==> src/rdsw_defines.svh <==
// Functional notes
// RL1 - A one written to a set-type field sets it; a zero leaves it alone.
// RL2 - A one written to a clear-type field clears it; a zero leaves it alone.
// RL3 - Update-type fields may change by hardware action without any software write.
// RL4 - General control resets to 0x01; every other register resets to 0x00.
// RL5 - Mode field: 00 all off, 01 USB only, 10 four display lanes, 11 two lanes plus USB.
// RL6 - Override bit 4 picks straps (clear) or programmed values (set) for equalization.
// RL7 - Bit 3 picks display enable from mode upper bit (clear) or mode pin (set).
// RL8 - Register 0x10 holds lane 1 (7:4) and lane 3 (3:0) equalization.
// RL9 - Register 0x11 holds lane 0 (7:4) and lane 2 (3:0) equalization.
// RL10 - Register 0x20 holds second (7:4) and first (3:0) USB receiver equalization.
// RL11 - Register 0x21 bits 3:0 hold upstream equalization; bits 7:4 reserved, read-only.
// RL12 - AUX writes to 0x00600 are captured into power state bits 6:5 and steer lanes.
// RL13 - AUX writes to 0x00101 are captured into lane count bits 4:0 and steer lanes.
// RL14 - Both snooped fields clear when the mode upper bit falls from one to zero; a field hit by an AUX write in that cycle takes the write instead.
// RL15 - Register 0x13 bit 7 low enables snooping; high takes lanes from disable bits.
// RL16 - Disable bits 3:0 turn off lanes only while snooping is disabled.
// RL17 - Sideband override 01 and 10 force fixed AUX crossings regardless of mode or flip.
// RL18 - Override 00 follows mode and flip; override 11 opens all AUX paths.
// RL19 - Bit 2 is the orientation flip select, reset zero, used with mode for routing.
// RL20 - Bank is reached over I2C at target address 0x12 with straps floating.
// RL21 - Reserved bits read zero and ignore writes; snooped fields ignore writes.
`ifndef RDSW_DEFINES_SVH
`define RDSW_DEFINES_SVH
`define RDSW_I2C_ADDR     7'h12
`define RDSW_OFS_GEN      8'h0a
`define RDSW_OFS_EQ13     8'h10
`define RDSW_OFS_EQ02     8'h11
`define RDSW_OFS_SNOOP    8'h12
`define RDSW_OFS_CTL      8'h13
`define RDSW_OFS_USBEQ    8'h20
`define RDSW_OFS_UPEQ     8'h21
`define RDSW_RST_GEN      8'h01
`define RDSW_RST_ZERO     8'h00
`define RDSW_WM_GEN       8'h1f
`define RDSW_WM_ALL       8'hff
`define RDSW_WM_CTL       8'hbf
`define RDSW_WM_UPEQ      8'h0f
`define RDSW_SETCLR_NONE  8'h00
`define RDSW_GEN_EQOVR    4
`define RDSW_GEN_DPSRC    3
`define RDSW_GEN_FLIP     2
`define RDSW_GEN_MODE1    1
`define RDSW_CTL_SNPDIS   7
`define RDSW_DPCD_PWR     20'h00600
`define RDSW_DPCD_LANES   20'h00101
`define RDSW_PWR_ON       2'h1
`define RDSW_STRAP_WAIT   2'h3
`endif

==> src/rdsw_pkg.sv <==
package rdsw_pkg;
  typedef enum logic [1:0] {
    RDSW_MODE_OFF,
    RDSW_MODE_USB,
    RDSW_MODE_DP4,
    RDSW_MODE_DP2_USB
  } rdsw_mode_t;

  typedef struct packed {
    logic [3:0] lane0;
    logic [3:0] lane1;
    logic [3:0] lane2;
    logic [3:0] lane3;
    logic [3:0] usb_rx_first;
    logic [3:0] usb_rx_second;
    logic [3:0] upstream_rx;
  } rdsw_eq_t;

  typedef struct packed {
    logic auxn_sb1;
    logic auxp_sb2;
    logic auxn_sb2;
    logic auxp_sb1;
  } rdsw_aux_t;

  typedef struct packed {
    logic        valid;
    logic [19:0] addr;
    logic [7:0]  data;
  } rdsw_auxwr_t;

  typedef enum logic [3:0] {
    RDSW_ST_IDLE,
    RDSW_ST_ADDR,
    RDSW_ST_ADDR_ACK,
    RDSW_ST_PTR,
    RDSW_ST_PTR_ACK,
    RDSW_ST_WDATA,
    RDSW_ST_WDATA_ACK,
    RDSW_ST_RDATA,
    RDSW_ST_RDATA_ACK
  } rdsw_i2c_st_t;
endpackage
==> src/rdsw_config_regs.sv <==
`timescale 1ns/1ps
`include "rdsw_defines.svh"
module rdsw_config_regs
  import rdsw_pkg::*;
#(
  parameter logic [6:0] TARGET_ADDR = `RDSW_I2C_ADDR
) (
  input  wire logic        CLK_IN,
  input  wire logic        RST_N_IN,
  input  wire logic        SCL_IN,
  input  wire logic        SDA_IN,
  output logic             SDA_OUT,
  output logic             SDA_OE_OUT,
  input  wire logic        MODE_CONTROL_PIN_IN,
  input  wire logic [1:0]  DISPLAY_EQ_STRAPS_IN,
  input  wire logic [1:0]  USB_EQ_STRAPS_IN,
  input  wire logic [1:0]  UPSTREAM_EQ_STRAPS_IN,
  input  rdsw_auxwr_t      AUX_WR_IN,
  output rdsw_mode_t       SWITCH_MODE_OUT,
  output logic             USB_ENABLE_OUT,
  output logic             DISPLAY_ENABLE_OUT,
  output logic             ORIENTATION_FLIP_OUT,
  output logic [3:0]       LANE_ENABLE_OUT,
  output rdsw_eq_t         EQ_OUT,
  output rdsw_aux_t        AUX_ROUTE_OUT
);

  if (TARGET_ADDR < 7'h08 || TARGET_ADDR > 7'h77) begin : g_bad_addr
    $error("TARGET_ADDR lies in a reserved I2C range");
  end

  ////////////////////////////////////////////////////////////////////////////
  // Pin synchronisers

  logic [2:0] scl_q;
  logic [2:0] sda_q;
  logic [1:0] mpin_q;
  logic [5:0] strap_s1_q;
  logic [5:0] strap_s2_q;

  always_ff @(posedge CLK_IN) begin
    if (!RST_N_IN) begin
      scl_q      <= 3'h7;
      sda_q      <= 3'h7;
      mpin_q     <= 2'h0;
      strap_s1_q <= 6'h00;
      strap_s2_q <= 6'h00;
    end else begin
      scl_q      <= {scl_q[1:0], SCL_IN};
      sda_q      <= {sda_q[1:0], SDA_IN};
      mpin_q     <= {mpin_q[0], MODE_CONTROL_PIN_IN};
      strap_s1_q <= {DISPLAY_EQ_STRAPS_IN, USB_EQ_STRAPS_IN, UPSTREAM_EQ_STRAPS_IN};
      strap_s2_q <= strap_s1_q;
    end
  end

  logic scl_rise;
  logic scl_fall;
  logic i2c_start;
  logic i2c_stop;
  assign scl_rise  = scl_q[1] & ~scl_q[2];
  assign scl_fall  = ~scl_q[1] & scl_q[2];
  assign i2c_start = scl_q[1] & scl_q[2] & sda_q[2] & ~sda_q[1];
  assign i2c_stop  = scl_q[1] & scl_q[2] & ~sda_q[2] & sda_q[1];

  ////////////////////////////////////////////////////////////////////////////
  // Strap capture after reset release

  logic [1:0] strap_cnt_q;
  logic [5:0] strap_q;

  always_ff @(posedge CLK_IN) begin
    if (!RST_N_IN) begin
      strap_cnt_q <= 2'h0;
      strap_q     <= 6'h00;
    end else if (strap_cnt_q != `RDSW_STRAP_WAIT) begin
      strap_cnt_q <= strap_cnt_q + 2'h1;
      if (strap_cnt_q + 2'h1 == `RDSW_STRAP_WAIT) begin
        strap_q <= strap_s2_q;
      end
    end
  end

  ////////////////////////////////////////////////////////////////////////////
  // I2C target

  rdsw_i2c_st_t st_q;
  logic [3:0]   bit_cnt_q;
  logic [7:0]   shift_q;
  logic [7:0]   tx_q;
  logic [7:0]   ptr_q;
  logic         rw_q;
  logic         nack_q;
  logic         sda_oe_q;
  logic [7:0]   rd_data;
  logic         bus_wr;

  assign bus_wr = scl_fall & (st_q == RDSW_ST_WDATA) & (bit_cnt_q == 4'h8);

  always_ff @(posedge CLK_IN) begin
    if (!RST_N_IN) begin
      st_q      <= RDSW_ST_IDLE;
      bit_cnt_q <= 4'h0;
      shift_q   <= 8'h00;
      tx_q      <= 8'h00;
      ptr_q     <= 8'h00;
      rw_q      <= 1'b0;
      nack_q    <= 1'b0;
      sda_oe_q  <= 1'b0;
    end else if (i2c_start) begin
      st_q      <= RDSW_ST_ADDR;
      bit_cnt_q <= 4'h0;
      sda_oe_q  <= 1'b0;
    end else if (i2c_stop) begin
      st_q     <= RDSW_ST_IDLE;
      sda_oe_q <= 1'b0;
    end else if (scl_rise) begin
      if (st_q == RDSW_ST_ADDR || st_q == RDSW_ST_PTR || st_q == RDSW_ST_WDATA) begin
        shift_q   <= {shift_q[6:0], sda_q[2]};
        bit_cnt_q <= bit_cnt_q + 4'h1;
      end
      if (st_q == RDSW_ST_RDATA_ACK) begin
        nack_q <= sda_q[2];
      end
    end else if (scl_fall) begin
      unique case (st_q)
        RDSW_ST_IDLE: begin
          sda_oe_q <= 1'b0;
        end
        RDSW_ST_ADDR: begin
          if (bit_cnt_q == 4'h8) begin
            if (shift_q[7:1] == TARGET_ADDR) begin // [RL20]
              st_q     <= RDSW_ST_ADDR_ACK;
              rw_q     <= shift_q[0];
              sda_oe_q <= 1'b1;
            end else begin
              st_q <= RDSW_ST_IDLE;
            end
          end
        end
        RDSW_ST_ADDR_ACK, RDSW_ST_RDATA_ACK: begin
          bit_cnt_q <= 4'h0;
          if (st_q == RDSW_ST_RDATA_ACK && nack_q) begin
            st_q     <= RDSW_ST_IDLE;
            sda_oe_q <= 1'b0;
          end else if (st_q == RDSW_ST_RDATA_ACK || rw_q) begin
            st_q     <= RDSW_ST_RDATA;
            tx_q     <= rd_data;
            sda_oe_q <= ~rd_data[7];
            ptr_q    <= ptr_q + 8'h01;
          end else begin
            st_q     <= RDSW_ST_PTR;
            sda_oe_q <= 1'b0;
          end
        end
        RDSW_ST_PTR: begin
          if (bit_cnt_q == 4'h8) begin
            st_q     <= RDSW_ST_PTR_ACK;
            ptr_q    <= shift_q;
            sda_oe_q <= 1'b1;
          end
        end
        RDSW_ST_PTR_ACK, RDSW_ST_WDATA_ACK: begin
          st_q      <= RDSW_ST_WDATA;
          bit_cnt_q <= 4'h0;
          sda_oe_q  <= 1'b0;
          if (st_q == RDSW_ST_WDATA_ACK) begin
            ptr_q <= ptr_q + 8'h01;
          end
        end
        RDSW_ST_WDATA: begin
          if (bit_cnt_q == 4'h8) begin
            st_q     <= RDSW_ST_WDATA_ACK;
            sda_oe_q <= 1'b1;
          end
        end
        RDSW_ST_RDATA: begin
          if (bit_cnt_q == 4'h7) begin
            st_q     <= RDSW_ST_RDATA_ACK;
            sda_oe_q <= 1'b0;
          end else begin
            tx_q      <= {tx_q[6:0], 1'b0};
            sda_oe_q  <= ~tx_q[6];
            bit_cnt_q <= bit_cnt_q + 4'h1;
          end
        end
      endcase
    end
  end

  assign SDA_OUT    = 1'b0;
  assign SDA_OE_OUT = sda_oe_q;

  ////////////////////////////////////////////////////////////////////////////
  // Register bank

  function automatic logic [7:0] reg_merge(input logic [7:0] old, input logic [7:0] wd,
                                           input logic [7:0] wm, input logic [7:0] sm,
                                           input logic [7:0] cm);
    reg_merge = ((old & ~wm) | (wd & wm) | (wd & sm)) & ~(wd & cm); // [RL1] [RL2]
  endfunction

  logic [7:0] gen_q;
  logic [7:0] eq13_q;
  logic [7:0] eq02_q;
  logic [7:0] ctl_q;
  logic [7:0] usbeq_q;
  logic [7:0] upeq_q;

  always_ff @(posedge CLK_IN) begin
    if (!RST_N_IN) begin
      gen_q   <= `RDSW_RST_GEN; // [RL4]
      eq13_q  <= `RDSW_RST_ZERO;
      eq02_q  <= `RDSW_RST_ZERO;
      ctl_q   <= `RDSW_RST_ZERO;
      usbeq_q <= `RDSW_RST_ZERO;
      upeq_q  <= `RDSW_RST_ZERO;
    end else if (bus_wr) begin
      unique case (ptr_q)
        `RDSW_OFS_GEN:   gen_q   <= reg_merge(gen_q, shift_q, `RDSW_WM_GEN, `RDSW_SETCLR_NONE, `RDSW_SETCLR_NONE); // [RL21]
        `RDSW_OFS_EQ13:  eq13_q  <= reg_merge(eq13_q, shift_q, `RDSW_WM_ALL, `RDSW_SETCLR_NONE, `RDSW_SETCLR_NONE);
        `RDSW_OFS_EQ02:  eq02_q  <= reg_merge(eq02_q, shift_q, `RDSW_WM_ALL, `RDSW_SETCLR_NONE, `RDSW_SETCLR_NONE);
        `RDSW_OFS_CTL:   ctl_q   <= reg_merge(ctl_q, shift_q, `RDSW_WM_CTL, `RDSW_SETCLR_NONE, `RDSW_SETCLR_NONE);
        `RDSW_OFS_USBEQ: usbeq_q <= reg_merge(usbeq_q, shift_q, `RDSW_WM_ALL, `RDSW_SETCLR_NONE, `RDSW_SETCLR_NONE);
        `RDSW_OFS_UPEQ:  upeq_q  <= reg_merge(upeq_q, shift_q, `RDSW_WM_UPEQ, `RDSW_SETCLR_NONE, `RDSW_SETCLR_NONE); // [RL11]
        default: ;
      endcase
    end
  end

  ////////////////////////////////////////////////////////////////////////////
  // AUX snooping

  logic [1:0] pwr_q;
  logic [4:0] lanes_q;
  logic       mode1_prev_q;
  logic       mode1_fall;

  assign mode1_fall = mode1_prev_q & ~gen_q[`RDSW_GEN_MODE1];

  always_ff @(posedge CLK_IN) begin
    if (!RST_N_IN) begin
      pwr_q        <= 2'h0;
      lanes_q      <= 5'h00;
      mode1_prev_q <= 1'b0;
    end else begin
      mode1_prev_q <= gen_q[`RDSW_GEN_MODE1];
      if (AUX_WR_IN.valid && AUX_WR_IN.addr == `RDSW_DPCD_PWR) begin
        pwr_q <= AUX_WR_IN.data[1:0]; // [RL3] [RL12]
      end else if (mode1_fall) begin
        pwr_q <= 2'h0; // [RL14]
      end
      if (AUX_WR_IN.valid && AUX_WR_IN.addr == `RDSW_DPCD_LANES) begin
        lanes_q <= AUX_WR_IN.data[4:0]; // [RL13]
      end else if (mode1_fall) begin
        lanes_q <= 5'h00; // [RL14]
      end
    end
  end

  ////////////////////////////////////////////////////////////////////////////
  // Read mux

  logic       eq_ovr;
  logic [7:0] eq13_eff;
  logic [7:0] eq02_eff;
  logic [7:0] usbeq_eff;
  logic [3:0] upeq_eff;

  assign eq_ovr    = gen_q[`RDSW_GEN_EQOVR];
  assign eq13_eff  = eq_ovr ? eq13_q : {2'h0, strap_q[5:4], 2'h0, strap_q[5:4]}; // [RL6] [RL8]
  assign eq02_eff  = eq_ovr ? eq02_q : {2'h0, strap_q[5:4], 2'h0, strap_q[5:4]}; // [RL9]
  assign usbeq_eff = eq_ovr ? usbeq_q : {2'h0, strap_q[3:2], 2'h0, strap_q[3:2]}; // [RL10]
  assign upeq_eff  = eq_ovr ? upeq_q[3:0] : {2'h0, strap_q[1:0]}; // [RL11]

  always_comb begin
    unique case (ptr_q)
      `RDSW_OFS_GEN:   rd_data = gen_q;
      `RDSW_OFS_EQ13:  rd_data = eq13_eff;
      `RDSW_OFS_EQ02:  rd_data = eq02_eff;
      `RDSW_OFS_SNOOP: rd_data = {1'b0, pwr_q, lanes_q}; // [RL21]
      `RDSW_OFS_CTL:   rd_data = ctl_q;
      `RDSW_OFS_USBEQ: rd_data = usbeq_eff;
      `RDSW_OFS_UPEQ:  rd_data = {4'h0, upeq_eff};
      default:         rd_data = 8'h00;
    endcase
  end

  ////////////////////////////////////////////////////////////////////////////
  // Switch control outputs

  logic       dp_en;
  logic       snoop_en;
  logic [3:0] mode_lanes;
  logic [3:0] snoop_lanes;
  logic [3:0] lane_en;
  rdsw_aux_t  aux_route;

  assign dp_en      = gen_q[`RDSW_GEN_DPSRC] ? mpin_q[1] : gen_q[`RDSW_GEN_MODE1]; // [RL7]
  assign mode_lanes = !dp_en ? 4'h0 : (gen_q[0] ? 4'h3 : 4'hf); // [RL5]
  assign snoop_en   = ~ctl_q[`RDSW_CTL_SNPDIS]; // [RL15]

  always_comb begin
    for (int i = 0; i < 4; i++) begin
      snoop_lanes[i] = (pwr_q == `RDSW_PWR_ON) && (5'(i) < lanes_q); // [RL12] [RL13]
    end
  end

  assign lane_en = mode_lanes & (snoop_en ? snoop_lanes : ~ctl_q[3:0]); // [RL16]

  always_comb begin
    aux_route = '0;
    unique case (ctl_q[5:4])
      2'h1: begin
        aux_route.auxn_sb1 = 1'b1; // [RL17]
        aux_route.auxp_sb2 = 1'b1;
      end
      2'h2: begin
        aux_route.auxn_sb2 = 1'b1; // [RL17]
        aux_route.auxp_sb1 = 1'b1;
      end
      2'h3: aux_route = '0; // [RL18]
      2'h0: begin
        if (gen_q[`RDSW_GEN_MODE1]) begin // [RL18] [RL19]
          aux_route.auxn_sb1 = gen_q[`RDSW_GEN_FLIP];
          aux_route.auxp_sb2 = gen_q[`RDSW_GEN_FLIP];
          aux_route.auxn_sb2 = ~gen_q[`RDSW_GEN_FLIP];
          aux_route.auxp_sb1 = ~gen_q[`RDSW_GEN_FLIP];
        end
      end
    endcase
  end

  always_ff @(posedge CLK_IN) begin
    if (!RST_N_IN) begin
      SWITCH_MODE_OUT      <= RDSW_MODE_USB;
      USB_ENABLE_OUT       <= 1'b1;
      DISPLAY_ENABLE_OUT   <= 1'b0;
      ORIENTATION_FLIP_OUT <= 1'b0;
      LANE_ENABLE_OUT      <= 4'h0;
      EQ_OUT               <= '0;
      AUX_ROUTE_OUT        <= '0;
    end else begin
      SWITCH_MODE_OUT      <= rdsw_mode_t'(gen_q[1:0]); // [RL5]
      USB_ENABLE_OUT       <= gen_q[0];
      DISPLAY_ENABLE_OUT   <= dp_en;
      ORIENTATION_FLIP_OUT <= gen_q[`RDSW_GEN_FLIP]; // [RL19]
      LANE_ENABLE_OUT      <= lane_en;
      EQ_OUT               <= {eq02_eff[7:4], eq13_eff[7:4], eq02_eff[3:0], eq13_eff[3:0],
                               usbeq_eff[3:0], usbeq_eff[7:4], upeq_eff};
      AUX_ROUTE_OUT        <= aux_route;
    end
  end

endmodule

==> config.mk <==
export PLATFORM = sky130hd
export DESIGN_NAME = rdsw_config_regs
export DESIGN_NICKNAME = d
export VERILOG_FILES = /design/src/rdsw_pkg.sv /design/src/rdsw_config_regs.sv
export VERILOG_INCLUDE_DIRS = /design/src /design/src/src
export SDC_FILE = /design/constraint.sdc
export NUM_CORES = 1
export LEC_CHECK = 0
export BUFFER_PORTS_ARGS = -buffer_cell sky130_fd_sc_hd__buf_4
export CAP_MARGIN = 20
export CORE_MARGIN = 2
export CORE_UTILIZATION = 45
export CTS_CLUSTER_SIZE = 8
export DETAILED_ROUTE_END_ITERATION = 7
export HOLD_SLACK_MARGIN = 0.05
export PLACE_DENSITY = 0.76
export SLEW_MARGIN = 15
export SYNTH_ARGS = -nofsm -noshare
export SYNTH_HDL_FRONTEND = slang
export SYNTH_SLANG_ARGS = --single-unit
==> constraint.sdc <==
create_clock -name CLK_IN -period 2.1 [get_ports CLK_IN]
set_input_delay 0.315 -clock CLK_IN [delete_from_list [all_inputs] [get_ports CLK_IN]]
set_output_delay 0.315 -clock CLK_IN [all_outputs]
set_load 0.02 [all_outputs]
==> results of run 1 <==
-- area by class of cell --
cell class / instances / area (um2) / share of cell area, %
Tap cell: 184 / 230 / 2.72
Inverter: 18 / 67.6 / 0.798
Timing Repair Buffer: 142 / 1140 / 13.4
Clock inverter: 15 / 196 / 2.32
Sequential cell: 147 / 2950 / 34.9
Multi-Input combinational cell: 518 / 3460 / 40.9
Clock buffer: 17 / 425 / 5.02
-- cells by family after synthesis --
group                    count (synthesis)
buffers and inverters                   80
other                                    1
AO/OA/AOI/OAI                          151
adder cells (fa/ha/maj)                 11
multiplexers                            58
XOR/XNOR                                 3
AND/OR/NAND/NOR                        294
flip-flops                             147
-- metrics by stage --
| stage | hold slack (ns) | utilization, % |
|---|---|---|
| 5_1_grt | 0.0633 | 58.3 |
| 2_1_floorplan | 0.386 | - |
| 3_5_place_dp | 0.394 | 53.3 |
| 6_report | 0.0627 | 58.3 |
| 4_1_cts | 0.0506 | 57.5 |
| 3_3_place_gp | 0.389 | 53.3 |
-- where the power goes --
group | switching [mW] | internal, mW
logic | 0.135 | 0.123
clock network | 1.28 | 1.90
registers | 0.0217 | 2.82
-- cell usage after synthesis, types with 4 or more instances --
library cell,count,area share (%)
dfxtp_1,147,44
a22o_1,5,0.65
buf_1,4,0.22
or4_1,4,0.45
inv_1,18,1.0
nand2_1,48,2.7
a22oi_1,10,1.1
and4_1,8,1.0
nor2_1,86,4.8
clkbuf_1,35,2.0
a31o_2,5,0.65
buf_2,13,0.97
a31oi_1,18,1.7
a211oi_1,6,0.67
o21ai_0,21,1.6
buf_6,4,0.67
and3b_1,6,0.78
o22ai_1,6,0.56
nor2b_1,8,0.75
nor3_1,11,0.82
nand3_1,23,1.7
ha_1,11,2.1
nor3b_1,6,0.67
o21a_1,5,0.56
nand2b_1,17,1.6
buf_4,5,0.56
and3_1,19,1.8
nor4b_1,4,0.52
mux2i_1,55,8.2
o31ai_1,7,0.78
a21oi_1,38,2.8
and2_1,22,2.1
-- state kept, by name (all words and copies together), names as in the netlist, 4 cells and up --
register         flops
EQ_OUT              28
eq02_q               8
eq13_q               8
ptr_q                8
shift_q              8
usbeq_q              8
ctl_q                7
tx_q                 7
strap_q              6
strap_s1_q           6
strap_s2_q           6
gen_q                5
lanes_q              5
LANE_ENABLE_OUT      4
bit_cnt_q            4
st_q                 4
upeq_q               4
-- worst paths after layout --
path	start	end	slack [ns]
max	ptr_q[7]	ctl_q[7]	-0.009
min	SDA_IN	sda_q[0]	0.06
max reg2reg	ptr_q[7]	ctl_q[7]	-0.009
min reg2reg	sda_q[0]	sda_q[1]	0.41
-- routing by layer --
| layer | track usage (%) | up-vias | part of all wire (%) |
|---|---|---|---|
| li1 | - | 2850 | - |
| met1 | 30.6 | 2738 | 46 |
| met2 | 32.9 | 246 | 45 |
| met3 | 4.72 | 34 | 7.3 |
| met4 | 7.50 | 0 | 2.0 |
| met5 | 0 | - | 0 |
-- what timing repair did --
item / 4_1_cts / 5_1_grt
endpoints found under the setup margin: 0 / 27
setup buffers: 0 / 4
gates resized for setup: 0 / 25
==> impl_metrics.csv, run 1 <==
group,metric,value,unit
global_routing,antenna_found_initial,0,
clock_network,cts-root-buf,"clkbuf_16",
place,dpl.cell_count,1005,
clock_network,cts_tree,"yes",
sta,maxSlewViolCount,0,
yosys,synthAdderAreaFrac,2.05,%
yosys,synth_nets,796,
yosys,synthMuxAreaShare,8.71,%
outcome,status,"finished, violations left",
setup_path,slowest_stage,"or4b_4",
global_routing,grt_pass1_wl,27700,um
power_and_ir_drop,p_leak,3.51,nW
place,place_ws,0.0686,ns
global_routing,grt_overflow,0,
finish,area.growth.synth_to_final,26.3,%
yosys,netlist_area,6710,um2
clock_network,cts_max_path_buffers,2,
yosys,postSynthCellCount,745,
floorplan,io_pins,83,
place,dpl_cell_area,7740,um2
place,portBuffers,78,
floorplan,die_area,15900,um2
setup_path,crit_type,"reg -> reg",
drt,wl_per_cell,16.3,um
drt,route.detailed.drc,0,
floorplan,die_h,126,um
yosys,synth-seq-cells,147,
sta,fin_ws,-0.00855,ns
setup_path,slowest_delay,0.62,ns
finish,fillers,1267,
drt,drt_first_pass_iters,5,
finish,layoutNonFillerInstCount,1041,
clock_network,clkTransAtPathRegs,0.06,ns
finish,mostFrequentLayoutCells,"dfxtp_1 (139), buf_4 (135), nor2_1 (85)",
sta,tns,-0.00855,ns
drt,drt_iter0_markers,716,
yosys,ys_warn_count,0,
setup_path,worstPathArrival,2.42,ns
floorplan,fp-row-count,44,
setup_path,ff2ff_path_depth,6,
drt,wl,16900,um
power_and_ir_drop,ir_drop,577,uV
setup_path,path_cells,"or4b_4 > nor3_4 > and3_4 > buf_12 > mux2i_2 > nor2_1",
setup_path,critPathCaptureType,"register",
job,maxCapViolCount,0,
outcome,violations,"setup timing",
yosys,synth_compound_area_share,15.0,%
clock_network,cts_buffers,17,
place,dpl.hpwl,11700,um
finish,final_common_cell,"dfxtp_1",
global_routing,grt_max_degree,60,
global_routing,grt_use_total,21.7,%
yosys,synthFlopType,"dfxtp_1",
yosys,yosysUniqueCellTypes,82,
sta,worst_pin_slew,0.621,ns
sta,max_slew_margin,58.5,%
floorplan,core,14500,um2
sta,period_needed,2.11,ns
sta,finalCritPeriodShare,100,%
drt,ant_nets,0,
sta,setup_viol,1,
finish,diodes,0,
yosys,synth_top_family_by_area,"simple AND/OR/NAND/NOR gates",
global_routing,grt_pass1_vias,5403,
sta,hold_viol_final,0,
drt,vias,5868,
finish,finalInstanceArea,8470,um2
clock_network,htreeDepth,4,
power_and_ir_drop,powerDensity,742,nW/um2
yosys,synth-xor-area-share,0.392,%
setup_path,path_delay_family,"simple AND/OR/NAND/NOR gates",
finish,nets,895,
drt,via_per_inst,5.64,
finish,drive_above_1_share,25.6,%
yosys,syn_avg_cell_area,9.00,um2
setup_path,critPathBufInv,1,
power_and_ir_drop,p_total,6.29,mW
yosys,synth_edf_count,0,
setup_path,required,2.41,ns
clock_network,cts-hold-fix-buffers,0,
clock_network,clock_latency,0.44,ns
sta,rsz0062_at_grt,"true",
floorplan,start_util,46.1,%
sta,fin_skew,0.0132,ns
yosys,synthSimpleGateAreaFrac,24.5,%
clock_network,cts.sink_count,147,
yosys,synthArstFlopShare,0,%
setup_path,crit_fanout,7,
sta,clock.fmax,474,MHz
worst_hold_path,min_path_type,"in -> reg",
setup_path,crit_cells,6,
yosys,ys_seq_area_share,43.9,%
worst_hold_path,hold_depth,2,
floorplan,die_w,126,um
place,place_congestion,0.952,
setup_path,cp-start-kind,"register",
Power figures use the tool's default switching activity.
==> inputs of run 2 (changes only) <==
GPL_ROUTABILITY_DRIVEN = 0   (was not set)
SKIP_CTS_REPAIR_TIMING = 1   (was not set)
==> run 2 against run 1 <==
- the flow now finishes without violations
- critical endpoint is now tx_q[5]
- design area rose by 0.83%
- critical path type unchanged
- die area did not move
- routed wire length rose by 0.31%
- cell count rose by 0.48%
==> impl_metrics.csv, run 2 (synthesis gave the netlist of run 1 again) <==
group,metric,value,unit
job,maxCapViolCount,0,
sta,max_slew_margin,58.9,%
floorplan,die_area,15900,um2
sta,clock.fmax,488,MHz
sta,worst_pin_slew,0.616,ns
setup_path,cp-start-kind,"register",
setup_path,ff2ff_path_depth,7,
power_and_ir_drop,p_clk_share,52.0,%
setup_path,crit_start,"ptr_q[1]",
global_routing,grt_overflow,0,
sta,setup_viol,0,
place,portBuffers,78,
power_and_ir_drop,comb_power_share,4.1,%
sta,maxSlewViolCount,0,
clock_network,clock_latency,0.43,ns
setup_path,slowest_stage,"or3b_2",
power_and_ir_drop,switching_power,1.48,mW
drt,ant_nets,0,
drt,via_per_inst,5.67,
sta,fin_skew,0.00932,ns
place,dpl_cell_area,7830,um2
drt,drt_first_pass_iters,5,
finish,mostFrequentLayoutCells,"buf_4 (140), dfxtp_1 (139), nor2_1 (86)",
floorplan,start_util,46.1,%
drt,drt_iter0_markers,510,
global_routing,grt_pass1_wl,27900,um
clock_network,cts_buffers,17,
setup_path,path_delay_family,"simple AND/OR/NAND/NOR gates",
global_routing,grt_max_degree,43,
finish,nets,900,
finish,area.growth.synth_to_final,27.3,%
setup_path,rr_endpoint,"tx_q[5]",
finish,drive_above_1_share,25.1,%
finish,diodes,0,
place,dpl.cell_count,1013,
power_and_ir_drop,p_total,6.49,mW
power_and_ir_drop,p_leak,3.55,nW
clock_network,clkTransAtPathRegs,0.07,ns
floorplan,core,14500,um2
worst_hold_path,hp-start,"SCL_IN",
finish,final_common_cell,"buf_4",
setup_path,worstPathArrival,2.40,ns
floorplan,die_w,126,um
setup_path,crit_cells,7,
drt,wl_per_cell,16.2,um
global_routing,grt_use_total,21.9,%
finish,finalInstanceArea,8540,um2
drt,vias,5933,
setup_path,crit_end,"tx_q[5]",
setup_path,r2r_slack,0.05,ns
clock_network,cts_tree,"yes",
place,dpl.hpwl,11900,um
drt,wl,17000,um
floorplan,die_h,126,um
setup_path,crit_fanout,5,
power_and_ir_drop,pwr-share-seq,43.9,%
setup_path,path_cells,"inv_1 > ha_1 > or3b_2 > nor3_1 > a211oi_1 > a311o_1 > a31oi_1",
setup_path,required,2.45,ns
sta,period_needed,2.05,ns
setup_path,timing.rr.start,"ptr_q[1]",
power_and_ir_drop,powerDensity,760,nW/um2
setup_path,crit_type,"reg -> reg",
clock_network,htreeDepth,4,
sta,hold_viol_final,0,
power_and_ir_drop,swShare,22.8,%
outcome,status,"finished clean",
sta,finalCritPeriodShare,97.5,%
clock_network,cts.sink_count,147,
finish,top_register,"EQ_OUT",
finish,layoutNonFillerInstCount,1046,
power_and_ir_drop,ir_drop,524,uV
global_routing,antenna_found_initial,0,
finish,largest_register_ffs,28,
clock_network,cts-root-buf,"clkbuf_16",
setup_path,slowest_delay,0.49,ns
global_routing,grt_pass1_vias,5566,
floorplan,io_pins,83,
sta,rsz0062_at_grt,"true",
setup_path,critPathCaptureType,"register",
setup_path,critPathBufInv,1,
drt,route.detailed.drc,0,
clock_network,cts_max_path_buffers,2,
finish,final_util,58.7,%
power_and_ir_drop,p_int,5.01,mW
worst_hold_path,min_path_type,"in -> reg",
sta,tns,0,ns
floorplan,fp-row-count,44,
==> run 2: cell type report <==
class	instances	area, um2
Sequential cell	147	2950
Inverter	18	67.6
Fill cell	1238	6000
Multi-Input combinational cell	518	3440
Clock buffer	17	425
Timing Repair Buffer	147	1190
Tap cell	184	230
Clock inverter	15	234
==> run 2: power by group through the flow <==
stage | combinational [mW] | sequential [mW] | clock, mW
after global placement | 0.257 | 2.91 | 0
after global routing | 0.292 | 2.85 | 3.58
after detailed placement | 0.264 | 2.91 | 0
after CTS | 0.265 | 2.85 | 3.42
after floorplan | 0.150 | 2.91 | 0
final | 0.265 | 2.85 | 3.37
==> run 2: per-layer routing <==
metal	wire length, um	track usage [%]	share of wire, %
met1	7660	29.7	45
met3	1340	5.95	7.9
met5	0	0	0
met2	7630	33.8	45
met4	362	7.69	2.1
==> run 2: worst min-delay path by stage <==
stage | end | slack (ns) | cells past startpoint
detailed placement | scl_q[1] | 0.39 | 1
global route | scl_q[0] | 0.05 | 2
global placement | sda_q[1] | 0.39 | 1
finish | scl_q[0] | 0.06 | 2
CTS | scl_q[0] | 0.05 | 2
floorplan | scl_q[1] | 0.39 | 1
==> run 2: through the flow <==
stage	worst slack, ns	hold WS, ns
final	0.0528	0.0621
after global routing	-0.0520	0.0511
after CTS	-0.0251	0.0492
after detailed placement	0.00703	0.392
after global placement	0.0644	0.389
after floorplan	0.161	0.386
